## config.mk

```make
export PLATFORM = sky130hd
export DESIGN_NAME = otp_host_sequencer
export DESIGN_NICKNAME = d
export VERILOG_FILES = /design/src/core/otp_host_pkg.sv /design/src/core/otp_host_sequencer.sv
export SDC_FILE = /design/constraint.sdc
export NUM_CORES = 1
export LEC_CHECK = 0
export ABC_AREA = 1
export BUFFER_PORTS_ARGS = -buffer_cell sky130_fd_sc_hd__buf_2
export CAP_MARGIN = 20
export CELL_PAD_IN_SITES_DETAIL_PLACEMENT = 0
export CELL_PAD_IN_SITES_GLOBAL_PLACEMENT = 1
export CORE_ASPECT_RATIO = 1.75
export CORE_MARGIN = 3
export CORE_UTILIZATION = 46
export CTS_CLUSTER_DIAMETER = 60
export DETAILED_ROUTE_END_ITERATION = 8
export PLACE_DENSITY = 0.79
export SLEW_MARGIN = 20
export SYNTH_ARGS = -nofsm -noshare
export SYNTH_HDL_FRONTEND = slang
export SYNTH_SLANG_ARGS = --single-unit
```

## constraint.sdc

```tcl
create_clock -name clk_sys_i -period 2.2 [get_ports clk_sys_i]
set_clock_uncertainty 0.05 [all_clocks]
set_input_delay 0.22 -clock clk_sys_i [delete_from_list [all_inputs] [get_ports clk_sys_i]]
set_output_delay 0.22 -clock clk_sys_i [all_outputs]
set_load 0.03 [all_outputs]
```

## src/core/otp_host_pkg.sv

```systemverilog
// Constants and types shared by the OTP host sequencer
package otp_host_pkg;
  localparam int          CLK_HZ          = 20_000_000;
  localparam int          READ_WAIT_MS    = 15;
  localparam int          PROG_WAIT_MS    = 60;
  localparam int          READ_WAIT_CYC   = READ_WAIT_MS * (CLK_HZ / 1000);
  localparam int          PROG_WAIT_CYC   = PROG_WAIT_MS * (CLK_HZ / 1000);
  localparam int          SCCB_KHZ        = 100;
  localparam int          QUARTER_CYC     = CLK_HZ / (4 * SCCB_KHZ * 1000);
  localparam logic [8:0]  QUARTER_LAST    = 9'(QUARTER_CYC - 1);

  localparam logic [7:0]  SCCB_ID_WR      = 8'h60;
  localparam logic [7:0]  SCCB_ID_RD      = 8'h61;

  localparam logic [15:0] OTP_BUF_LOW     = 16'h3d00;
  localparam logic [15:0] OTP_CONTROL     = 16'h3d10;
  localparam logic [15:0] OTP_BUF_HIGH    = 16'h3d30;
  localparam int          BANK_BYTES      = 16;
  localparam int          OTP_BYTES       = 64;
  localparam logic [6:0]  LOW_COUNT       = 7'h10;
  localparam logic [6:0]  ALL_COUNT       = 7'h40;
  localparam logic [5:0]  TEMP_CAL_INDEX  = 6'h05;

  localparam logic [7:0]  CTRL_IDLE       = 8'h00;
  localparam logic [7:0]  CTRL_READ       = 8'h01;
  localparam logic [7:0]  CTRL_PROG       = 8'h02;
  localparam logic [7:0]  CTRL_ALL_BANKS  = 8'h10;

  typedef enum logic [1:0] {
    OP_READ     = 2'h0,
    OP_PROGRAM  = 2'h1,
    OP_VERIFY   = 2'h2,
    OP_TEMP_CAL = 2'h3
  } op_e;

  typedef struct packed {
    op_e        op;
    logic       all_banks;
    logic [7:0] cal_byte;
  } cmd_s;

  typedef struct packed {
    logic busy;
    logic done;
    logic blank;
    logic match;
    logic err_not_blank;
    logic err_buffer;
  } status_s;
endpackage : otp_host_pkg

```

## src/core/otp_host_sequencer.sv

```systemverilog
// Host controller running the OTP read and program sequences over SCCB
// What this block does
// - Zero both buffer ranges before every read
// - Write control zero before the read command
// - Send read code, bank0 or all banks
// - Wait read time, then fetch both ranges
// - Read first and require blank array
// - Load intended bytes, zero unused buffer bytes only for temp cal
// - Read back low range, compare intended
// - Write control zero before program command
// - Send program code, bank0 or all banks
// - Wait program time with no access
// - Reread after programming and compare content
// - Offer verify command for final testing
// - Temperature calibration goes to byte index 5
`timescale 1ns/10ps
module otp_host_sequencer #(
  parameter int         READ_WAIT    = otp_host_pkg::READ_WAIT_CYC,
  parameter int         PROG_WAIT    = otp_host_pkg::PROG_WAIT_CYC,
  parameter logic [8:0] QUARTER_LAST = otp_host_pkg::QUARTER_LAST
) (
  input  wire logic                  clk_sys_i,
  input  wire logic                  sys_rst_i,
  input  wire logic                  cmd_valid_i,
  input  wire otp_host_pkg::cmd_s    cmd_i,
  input  wire logic                  load_we_i,
  input  wire logic [5:0]            load_idx_i,
  input  wire logic [7:0]            load_data_i,
  input  wire logic [5:0]            rd_idx_i,
  output logic      [7:0]            rd_data_o,
  output otp_host_pkg::status_s      status_o,
  output logic                       sio_c_o,
  output logic                       sio_d_o,
  output logic                       sio_d_oe_n_o,
  input  wire logic                  sio_d_i
);
  typedef enum logic [3:0] {
    E_IDLE  = 4'b0001,
    E_START = 4'b0010,
    E_BIT   = 4'b0100,
    E_STOP  = 4'b1000
  } eng_e;

  typedef enum logic [6:0] {
    S_IDLE  = 7'b0000001,
    S_FILL  = 7'b0000010,
    S_CTL0  = 7'b0000100,
    S_GO    = 7'b0001000,
    S_WAIT  = 7'b0010000,
    S_FETCH = 7'b0100000,
    S_CHECK = 7'b1000000
  } seq_e;

  typedef enum logic [3:0] {
    PH_READ  = 4'b0001,
    PH_BLANK = 4'b0010,
    PH_LOAD  = 4'b0100,
    PH_CHECK = 4'b1000
  } ph_e;

  logic [7:0]  intended [otp_host_pkg::OTP_BYTES];
  logic [7:0]  readback [otp_host_pkg::OTP_BYTES];

  eng_e        eng;
  logic [8:0]  qcnt;
  logic [1:0]  q;
  logic [3:0]  bitn;
  logic [2:0]  bi;
  logic [7:0]  shreg;
  logic [7:0]  rdata;
  logic        xdone;
  logic        sda_meta;
  logic        sda_sync;
  logic        next_scl;
  logic        next_sda;
  logic        next_oe_n;
  logic        tick;

  seq_e        st;
  ph_e         ph;
  otp_host_pkg::cmd_s cmd;
  logic        xreq;
  logic        xrnw;
  logic [15:0] xaddr;
  logic [7:0]  xwdat;
  logic [6:0]  idx;
  logic [20:0] wcnt;
  logic        nonzero;
  logic        mismatch;
  logic        burned;
  logic [7:0]  exp_byte;
  logic [15:0] buf_addr;
  logic [6:0]  fetch_count;

  function automatic logic [7:0] byte_val(input logic [2:0] b, input logic rnw,
                                          input logic [15:0] a, input logic [7:0] d);
    logic [7:0] v;
    v = 8'h00;
    unique case (b)
      3'h0:    v = otp_host_pkg::SCCB_ID_WR;
      3'h1:    v = a[15:8];
      3'h2:    v = a[7:0];
      3'h3:    v = rnw ? otp_host_pkg::SCCB_ID_RD : d;
      default: v = 8'h00;
    endcase
    return v;
  endfunction : byte_val

  assign tick = (qcnt == QUARTER_LAST);

  // Two-flop synchroniser for the data pin
  always_ff @(posedge clk_sys_i) begin
    if (sys_rst_i) begin
      sda_meta <= 1'b1;
      sda_sync <= 1'b1;
    end else begin
      sda_meta <= sio_d_i;
      sda_sync <= sda_meta;
    end
  end

  // Pin levels per quarter of each bit slot
  always_comb begin
    next_scl  = 1'b1;
    next_sda  = 1'b1;
    next_oe_n = 1'b0;
    unique case (eng)
      E_IDLE: begin
        next_scl = 1'b1;
      end
      E_START: begin
        next_scl = (q != 2'h3);
        next_sda = !q[1];
      end
      E_STOP: begin
        next_scl = (q != 2'h0);
        next_sda = q[1];
      end
      E_BIT: begin
        next_scl = q[1];
        if (bitn == 4'h8) begin
          next_oe_n = (bi != 3'h4);
        end else if (bi == 3'h4) begin
          next_oe_n = 1'b1;
        end else begin
          next_sda = shreg[7];
        end
      end
    endcase
  end

  always_ff @(posedge clk_sys_i) begin
    if (sys_rst_i) begin
      sio_c_o      <= 1'b1;
      sio_d_o      <= 1'b1;
      sio_d_oe_n_o <= 1'b1;
    end else begin
      sio_c_o      <= next_scl;
      sio_d_o      <= next_sda;
      sio_d_oe_n_o <= next_oe_n;
    end
  end

  // SCCB engine: 4-phase write, 3-phase write then 2-phase read
  always_ff @(posedge clk_sys_i) begin
    if (sys_rst_i) begin
      eng   <= E_IDLE;
      qcnt  <= 9'h000;
      q     <= 2'h0;
      bitn  <= 4'h0;
      bi    <= 3'h0;
      shreg <= 8'h00;
      rdata <= 8'h00;
      xdone <= 1'b0;
    end else begin
      xdone <= 1'b0;
      if (eng == E_IDLE) begin
        qcnt <= 9'h000;
        q    <= 2'h0;
        if (xreq && !xdone) begin
          eng <= E_START;
          bi  <= 3'h0;
        end
      end else begin
        qcnt <= tick ? 9'h000 : 9'(qcnt + 9'h001);
        if (tick) begin
          q <= 2'(q + 2'h1);
        end
        if (tick && q == 2'h2 && eng == E_BIT && bi == 3'h4 && bitn != 4'h8) begin
          rdata <= {rdata[6:0], sda_sync};
        end
        if (tick && q == 2'h3) begin
          unique case (eng)
            E_START: begin
              eng   <= E_BIT;
              bitn  <= 4'h0;
              shreg <= byte_val(bi, xrnw, xaddr, xwdat);
            end
            E_BIT: begin
              if (bitn == 4'h8) begin
                bitn <= 4'h0;
                if ((!xrnw && bi == 3'h3) || (xrnw && bi == 3'h2) || bi == 3'h4) begin
                  eng <= E_STOP;
                end else begin
                  bi    <= 3'(bi + 3'h1);
                  shreg <= byte_val(3'(bi + 3'h1), xrnw, xaddr, xwdat);
                end
              end else begin
                bitn  <= 4'(bitn + 4'h1);
                shreg <= {shreg[6:0], 1'b0};
              end
            end
            E_STOP: begin
              if (xrnw && bi == 3'h2) begin
                bi  <= 3'h3;
                eng <= E_START;
              end else begin
                eng   <= E_IDLE;
                xdone <= 1'b1;
              end
            end
            default: eng <= E_IDLE;
          endcase
        end
      end
    end
  end

  // Buffer byte address and expected content for the current index
  always_comb begin
    if (idx < 7'(otp_host_pkg::BANK_BYTES)) begin
      buf_addr = otp_host_pkg::OTP_BUF_LOW + {10'h000, idx[5:0]};
    end else begin
      buf_addr = otp_host_pkg::OTP_BUF_HIGH + {10'h000, idx[5:0]} - 16'h0010;
    end
    if (cmd.op == otp_host_pkg::OP_TEMP_CAL) begin
      exp_byte = (idx[5:0] == otp_host_pkg::TEMP_CAL_INDEX) ? cmd.cal_byte : 8'h00;
    end else begin
      exp_byte = intended[idx[5:0]];
    end
    fetch_count = (ph == PH_LOAD) ? otp_host_pkg::LOW_COUNT : otp_host_pkg::ALL_COUNT;
  end

  always_ff @(posedge clk_sys_i) begin
    if (!status_o.busy && load_we_i) begin
      intended[load_idx_i] <= load_data_i;
    end
    if (st == S_FETCH && xdone) begin
      readback[idx[5:0]] <= rdata;
    end
    rd_data_o <= readback[rd_idx_i];
  end

  // Operation sequencer
  always_ff @(posedge clk_sys_i) begin
    if (sys_rst_i) begin
      st       <= S_IDLE;
      ph       <= PH_READ;
      cmd      <= '0;
      xreq     <= 1'b0;
      xrnw     <= 1'b0;
      xaddr    <= 16'h0000;
      xwdat    <= 8'h00;
      idx      <= 7'h00;
      wcnt     <= 21'h000000;
      nonzero  <= 1'b0;
      mismatch <= 1'b0;
      burned   <= 1'b0;
      status_o <= '0;
    end else begin
      status_o.done <= 1'b0;
      unique case (st)
        S_IDLE: begin
          if (cmd_valid_i) begin
            cmd    <= cmd_i;
            idx    <= 7'h00;
            burned <= 1'b0;
            status_o <= '{busy: 1'b1, default: 1'b0};
            ph     <= (cmd_i.op == otp_host_pkg::OP_PROGRAM || cmd_i.op == otp_host_pkg::OP_TEMP_CAL)
                      ? PH_BLANK : PH_READ;
            st     <= S_FILL;
          end
        end
        S_FILL: begin
          if (!xreq) begin
            xreq  <= 1'b1;
            xrnw  <= 1'b0;
            xaddr <= buf_addr;
            xwdat <= (ph == PH_LOAD) ? exp_byte : 8'h00;
          end else if (xdone) begin
            xreq <= 1'b0;
            if (idx == otp_host_pkg::ALL_COUNT - 7'h01) begin
              idx      <= 7'h00;
              nonzero  <= 1'b0;
              mismatch <= 1'b0;
              st       <= (ph == PH_LOAD) ? S_FETCH : S_CTL0;
            end else begin
              idx <= 7'(idx + 7'h01);
            end
          end
        end
        S_CTL0: begin
          if (!xreq) begin
            xreq  <= 1'b1;
            xrnw  <= 1'b0;
            xaddr <= otp_host_pkg::OTP_CONTROL;
            xwdat <= otp_host_pkg::CTRL_IDLE;
          end else if (xdone) begin
            xreq <= 1'b0;
            st   <= S_GO;
          end
        end
        S_GO: begin
          if (!xreq) begin
            xreq  <= 1'b1;
            xrnw  <= 1'b0;
            xaddr <= otp_host_pkg::OTP_CONTROL;
            xwdat <= ((ph == PH_LOAD) ? otp_host_pkg::CTRL_PROG : otp_host_pkg::CTRL_READ)
                     | (cmd.all_banks ? otp_host_pkg::CTRL_ALL_BANKS : 8'h00);
          end else if (xdone) begin
            xreq <= 1'b0;
            wcnt <= 21'h000000;
            st   <= S_WAIT;
          end
        end
        S_WAIT: begin
          wcnt <= 21'(wcnt + 21'h000001);
          if (ph == PH_LOAD && wcnt == 21'(PROG_WAIT - 1)) begin
            burned <= 1'b1;
            ph     <= PH_CHECK;
            idx    <= 7'h00;
            st     <= S_FILL;
          end else if (ph != PH_LOAD && wcnt == 21'(READ_WAIT - 1)) begin
            idx      <= 7'h00;
            nonzero  <= 1'b0;
            mismatch <= 1'b0;
            st       <= S_FETCH;
          end
        end
        S_FETCH: begin
          if (!xreq) begin
            xreq  <= 1'b1;
            xrnw  <= 1'b1;
            xaddr <= buf_addr;
          end else if (xdone) begin
            xreq <= 1'b0;
            if (rdata != 8'h00) begin
              nonzero <= 1'b1;
            end
            if (rdata != exp_byte) begin
              mismatch <= 1'b1;
            end
            if (idx == fetch_count - 7'h01) begin
              st <= S_CHECK;
            end else begin
              idx <= 7'(idx + 7'h01);
            end
          end
        end
        S_CHECK: begin
          idx <= 7'h00;
          if (ph == PH_BLANK && !nonzero) begin
            ph <= PH_LOAD;
            st <= S_FILL;
          end else if (ph == PH_LOAD && !mismatch) begin
            st <= S_CTL0;
          end else begin
            status_o.busy          <= 1'b0;
            status_o.done          <= 1'b1;
            status_o.blank         <= !nonzero;
            status_o.match         <= !mismatch;
            status_o.err_not_blank <= (ph == PH_BLANK);
            status_o.err_buffer    <= (ph == PH_LOAD);
            st                     <= S_IDLE;
          end
        end
        default: st <= S_IDLE;
      endcase
    end
  end
endmodule : otp_host_sequencer

```

==> impl_metrics.csv, run 1 <==
group,metric,value,unit
route,first_pass_iters,6,
layout,drive_above_1_share,21.0,%
pwr,switchingPower,16.6,mW
place,port_buffers,52,
grt,grt_pass1_wl,195000,um
cts,clk_latency,0.70,ns
setup_path,worstSetupPathType,"flip-flop to flip-flop",
synth,synth_area_per_cell,11.2,um2
place,hpwlAfterDp,88300,um
synth,syn_inst,4235,
setup_path,path_common_cell,"nand2_1",
synth,synthMuxAreaShare,0,%
synth,synth_compound_area_share,8.06,%
synth,yosysMostFrequentCell,"edfxtp_1",
layout,fin_nets,4799,
synth,ys_seq_elements,1158,
setup_path,rr_worst_depth,20,
grt,grt_max_degree,66,
grt,grt_pass1_vias,33700,
route,final_antenna_net_count,0,
synth,synth_nets,4290,
route,drt_first_iter_violations,2501,
synth,ys_seq_area_share,70.3,%
layout,stdcell_count,6164,
setup_path,worst_path_max_delay_cell,"dfxtp_4",
route,wl_per_cell,21.3,um
timing,min_period,2.40,ns
pwr,combPwrFrac,25.3,%
synth,synth-adder-area-share,0.500,%
setup_path,path_buf_inv,4,
setup_path,cp_cell_sequence,"clkinv_8, buf_4, buf_12, nand2_1, nand3_1, nand3_1, nand2_1, nand2_1, nand3_1, nand3_2, buf_6, nand3_2, nand2_1, nand2_1, nand2_1, nand3_1, nor2_1, nand2_1, nand2_1, a21oi_2",
floorplan,placementRows,155,
route,routed_wl,131000,um
cts,cts_buffers,101,
pwr,seq_power_share,42.8,%
synth,netlist_area,47600,um2
synth,synthDominantCellAreaShare,64.6,%
min_path,worstHoldStart,"load_data_i[5]",
pwr,p_leak,19.9,nW
cts,clk_pin_slew,0.06,ns
setup_path,critPathTopFamily,"simple AND/OR/NAND/NOR gates",
place,place_congestion,0.908,
floorplan,core_area,102000,um2
min_path,whs_path_depth,1,
setup_path,cp_max_fo,26,
grt,antenna_found_initial,0,
synth,yosysWarningCount,0,
cts,cts.sinks,1158,
grt,globalRouteOverflowTotal,0,
timing,fmax,417,MHz
synth,ys_types,55,
synth,synth_common_cells,"edfxtp_1, nand2_1, nor2_1",
min_path,holdPathEnd,"intended[36][5]",
outcome,status,"complete, but fails checks",
synth,synth-edff-count,1024,
synth,synth_top_family_by_area,"simple AND/OR/NAND/NOR gates",
place,dp_cells,5908,
timing,report.final.slew_viol_count,0,
floorplan,die_y,431,um
pwr,power_density,973,nW/um2
layout,fill_cells,8315,
floorplan,dieArea,107000,um2
timing,finalHoldViolCount,0,
synth,yosys.area.top_type,"edfxtp_1",
setup_path,cp_data_arrival_time,2.93,ns
place,postPlaceCellArea,53400,um2
cts,htree_num_levels,3,
timing,setup_ws,-0.200,ns
route,num_vias,34100,
cts,cts_max_path_buffers,3,
layout,antenna_cells,0,
route,drc,0,
floorplan,pin_count,53,
synth,synth.area.top_cells,"edfxtp_1, nand2_1, dfxtp_1",
min_path,hold_class,"input port to flip-flop",
synth,async_flop_share,0,%
cts,cts_tree,"built",
layout,syn2layout_area_growth,22.8,%
pwr,pwr-share-clk,32.0,%
setup_path,r2r_end,"mismatch",
synth,yosys.area_share.simple,17.8,%
grt,track_usage,23.8,%
cts,root_buffer,"clkbuf_16",
floorplan,start_util,46.5,%
floorplan,die_x,249,um
timing,tightest_slew,0.833,ns
synth,postSynth.topFlopCell,"edfxtp_1",
setup_path,r2r_setup_slack,-0.20,ns
pwr,intPower,40.2,mW
setup_path,critical_path.max_stage_delay,0.43,ns
layout,fin_area,58400,um2
setup_path,cp_data_required_time,2.73,ns
timing,fin_crit_sh,109,%
setup_path,worstSetupEndpointType,"flip-flop",
outcome,violations,"negative setup slack",
pwr,vdd_drop_max,0.705,mV
timing,setup_viol,16,
setup_path,start_kind,"flip-flop",
route,via_per_inst,5.53,
synth,synthXorXnorAreaFrac,0.129,%
pwr,swShare,29.2,%
timing,max_slew_margin,44.5,%
timing,rsz0062_at_grt,"yes",
job,drv_cap,0,
-- metal layers --
metal	vias up	part of all wire, %	track usage, %
met5	-	0	0
met4	0	5.8	12.8
met3	344	4.2	2.93
met2	1007	56	46.5
met1	16600	34	24.3
li1	16100	-	-
-- worst max-delay path by stage --
stage,endpoint,slack [ns],cells past startpoint
after floorplan,readback[0][0],-0.11,7
after global placement,flip-flop,-0.31,10
after detailed placement,mismatch,-0.31,20
after CTS,mismatch,-0.22,19
after global routing,mismatch,-0.35,20
final,mismatch,-0.20,20
-- registers in the layout (all words and copies together), names as in the netlist, 2 cells and up, named ones only --
name	cells
qcnt	9
readback	512
cmd	11
intended	512
xwdat	8
bitn	4
ph	4
wcnt	21
q	2
xaddr	8
idx	7
bi	3
shreg	8
rdata	8
status_o	6
eng	4
st	7
rd_data_o	8
-- placed cells by master (no fill, tap or decap), drive strengths merged, types with 3 or more instances in the layout --
cell,instances
nor4,12
a211oi,7
o211ai,12
o22ai,141
clkinv,44
nor2,539
buf,612
dlygate4sd3,20
a22oi,4
a21oi,94
o32ai,3
a31oi,6
inv,155
nand2,838
dfxtp,134
nand4,27
xor2,6
clkinvlp,11
and3,4
o221ai,17
a41oi,3
nor3,33
clkbuf,129
nand3,520
bufinv,12
ha,19
edfxtp,1024
o21ai,381
-- layout make-up --
cell class	count	area, um2	share of cell area [%]
Sequential cell	1158	33500	57.3
Multi-Input combinational cell	2688	13300	22.8
Timing Repair Buffer	641	5940	10.2
Clock buffer	121	2710	4.63
Tap cell	1334	1670	2.86
Clock inverter	68	709	1.21
Inverter	154	619	1.06
-- per-stage QoR --
stage	TNS [ns]	hold slack (ns)	total power, mW	worst slack (ns)	util [%]
after floorplan	-51.12	0.269	31.5	-0.114	-
after global placement	-7.03	0.344	36.9	-0.310	52.2
after detailed placement	-21.00	0.350	37.0	-0.310	52.2
after CTS	-0.465	0.0170	55.3	-0.216	56.0
after global routing	-5.92	0.0331	59.3	-0.353	57.2
final	-1.96	0.0249	56.8	-0.200	57.2
-- kinds of logic after synthesis --
logic type      Yosys count
simple gates           1978
flops                  1158
compound gates          684
buf+inv                 389
fa+ha+maj                19
xor+xnor                  7
-- power by group through the flow --
stage | Sequential, mW | Combinational (mW) | Clock [mW]
after detailed placement | 24.7 | 12.2 | 0
after floorplan | 24.7 | 6.75 | 0
final | 24.3 | 14.4 | 18.2
after global routing | 24.3 | 15.6 | 19.4
after CTS | 24.3 | 12.6 | 18.5
after global placement | 24.7 | 12.2 | 0
-- timing repair --
action | CTS | global route
setup buffers | 10 | 30
cloned | 1 | 9
pin swaps | 3 | 63
hold endpoints to repair | 181 | 0
gates resized for setup | 43 | 188
endpoints found under the setup margin | 535 | 222
hold buffers | 20 | 0
Note: power is estimated with default switching activity, not from simulation.
==> inputs of run 2 (changes only) <==
--- a/config.mk
+++ b/config.mk
@@ -7,15 +7,15 @@
 export LEC_CHECK = 0
 export ABC_AREA = 1
 export BUFFER_PORTS_ARGS = -buffer_cell sky130_fd_sc_hd__buf_2
-export CAP_MARGIN = 20
+export CAP_MARGIN = 10
 export CELL_PAD_IN_SITES_DETAIL_PLACEMENT = 0
 export CELL_PAD_IN_SITES_GLOBAL_PLACEMENT = 1
 export CORE_ASPECT_RATIO = 1.75
-export CORE_MARGIN = 3
 export CORE_UTILIZATION = 46
 export CTS_CLUSTER_DIAMETER = 60
 export DETAILED_ROUTE_END_ITERATION = 8
 export PLACE_DENSITY = 0.79
+export SKIP_LAST_GASP = 1
 export SLEW_MARGIN = 20
 export SYNTH_ARGS = -nofsm -noshare
 export SYNTH_HDL_FRONTEND = slang
==> run 2 against run 1 <==
Net effect:
- the flow still finishes with violations (negative setup slack)
- highest routed layer unchanged
- clock power rose by 4%
- clock-buffer cell count grew 6
- power is 2.7% higher
==> impl_metrics.csv, run 2 (same netlist as run 1, synthesis figures left out) <==
group,metric,value,unit
cts,clk_latency,0.72,ns
timing,fin_tns_setup,-0.682,ns
timing,finalHoldViolCount,0,
timing,min_period,2.42,ns
grt,track_usage,25.6,%
grt,grt_pass1_vias,34200,
setup_path,cp_data_required_time,2.77,ns
floorplan,pin_count,53,
setup_path,worstSetupPathType,"flip-flop to flip-flop",
layout,drive_above_1_share,21.1,%
setup_path,rr_worst_depth,21,
place,dp_cells,5894,
route,drc,0,
route,final_antenna_net_count,0,
setup_path,r2r_setup_slack,-0.22,ns
min_path,worstHoldStart,"load_data_i[7]",
timing,rsz0062_at_grt,"yes",
layout,fill_cells,8230,
cts,htree_num_levels,3,
cts,cts_max_path_buffers,3,
cts,cts.sinks,1158,
floorplan,start_util,46.5,%
floorplan,dieArea,105000,um2
timing,fmax,414,MHz
timing,report.final.slew_viol_count,0,
place,port_buffers,52,
layout,fin_area,59000,um2
floorplan,placementRows,155,
route,num_vias,34300,
route,via_per_inst,5.56,
outcome,status,"complete, but fails checks",
place,pre_cts_ws,-0.287,ns
layout,stdcell_count,6178,
cts,cts_buffers,101,
grt,grt_max_degree,66,
pwr,vdd_drop_max,0.751,mV
grt,globalRouteOverflowTotal,0,
timing,holdWs,0.129,ns
pwr,p_leak,20.1,nW
min_path,hold_class,"input port to flip-flop",
route,drt_first_iter_violations,2557,
route,routed_wl,137000,um
setup_path,start_kind,"flip-flop",
setup_path,critPathCapture,"mismatch",
setup_path,cp_max_fo,6,
grt,antenna_found_initial,1,
route,first_pass_iters,6,
grt,grt_pass1_wl,200000,um
pwr,total_power,58.4,mW
layout,layout_commonest_cell,"edfxtp_1",
place,place_congestion,0.908,
timing,max_slew_margin,28.6,%
place,postPlaceCellArea,53200,um2
floorplan,die_x,245,um
timing,setup_viol,10,
timing,setup_ws,-0.218,ns
floorplan,die_y,427,um
job,drv_cap,0,
setup_path,r2r_end,"mismatch",
layout,utilization,57.7,%
outcome,violations,"negative setup slack",
setup_path,worstSetupEndpointType,"flip-flop",
pwr,power_density,990,nW/um2
timing,tightest_slew,1.07,ns
layout,fin_nets,4810,
cts,root_buffer,"clkbuf_16",
timing,fin_crit_sh,110,%
setup_path,cp_data_arrival_time,2.99,ns
floorplan,core_area,102000,um2
cts,clk_pin_slew,0.07,ns
layout,final_cell_mix,"edfxtp_1, nand2_1, nor2_1",
cts,cts_tree,"built",
layout,syn2layout_area_growth,24.0,%
place,hpwlAfterDp,89100,um
route,wl_per_cell,22.2,um
==> run 2: cell count changes in the layout (fill, tap and decap cells not counted), moves of 7 or more <==
cell | previous run | this run
clkbuf_16 | 112 | 128
buf_16 | 2 | 9
nand3_1 | 445 | 454
buf_4 | 462 | 454
buf_12 | 70 | 60
nand3_2 | 63 | 50
==> run 2: metal layers <==
metal / vias up / part of all wire, % / global-route usage (%)
met3: 403 / 4.3 / 2.62
met2: 1127 / 55 / 49.0
met5: - / 0 / 0
li1: 16100 / - / -
met4: 0 / 7.2 / 17.3
met1: 16700 / 33 / 25.6
==> run 2: worst min-delay path by stage <==
| stage | end | slack [ns] | cells after the start |
|---|---|---|---|
| 2_1_floorplan | intended[0][0] | 0.27 | 0 |
| 3_3_place_gp | sda_meta | 0.35 | 2 |
| 3_5_place_dp | sda_meta | 0.36 | 2 |
| 4_1_cts | intended[3][7] | 0.12 | 2 |
| 5_1_grt | intended[3][7] | 0.15 | 2 |
| 6_report | intended[2][7] | 0.13 | 2 |
==> run 2: layout make-up <==
type | count | area (um2) | share of cell area, %
Timing Repair inverter | 2 | 27.5 | 0.0467
Clock inverter | 64 | 764 | 1.30
Inverter | 154 | 626 | 1.06
Sequential cell | 1158 | 33500 | 56.8
Multi-Input combinational cell | 2688 | 13300 | 22.6
Clock buffer | 127 | 2810 | 4.77
Timing Repair Buffer | 650 | 6250 | 10.6
Antenna cell | 1 | 2.50 | 0.00424
Tap cell | 1334 | 1670 | 2.83
==> run 2: where the power goes <==
part	internal (mW)	switching, mW	total, mW	leakage, nW
clock network	10.9	8.10	19.0	1.75
logic	6.22	8.84	15.1	9.16
registers	24.1	0.253	24.3	9.23
total	41.2	17.2	58.4	20.1
==> run 2: worst max-delay path, stage by stage (launching register included) <==
cell       delay, ns
dfxtp_4         0.39
buf_12          0.18
clkinv_16       0.10
buf_12          0.15
clkbuf_16       0.15
nand2_1         0.06
nand3_1         0.06
nand3_1         0.11
nand2_1         0.08
nand2_1         0.09
nand3_2         0.10
nand3_2         0.09
buf_6           0.14
nand3_4         0.09
nand2_2         0.07
nand2_1         0.04
nand2_1         0.05
nand3_1         0.06
nor2_1          0.09
nand2_1         0.06
nand2_1         0.07
a21oi_2         0.05
==> run 2: what timing repair did <==
item                       4_1_cts  5_1_grt
hold buffers                    22        0
pin swaps                        9       60
buffers inserted                17       28
hold endpoints to repair       249        0
setup endpoints to repair      563      213
resized for setup               55      196
gates cloned                     3       26
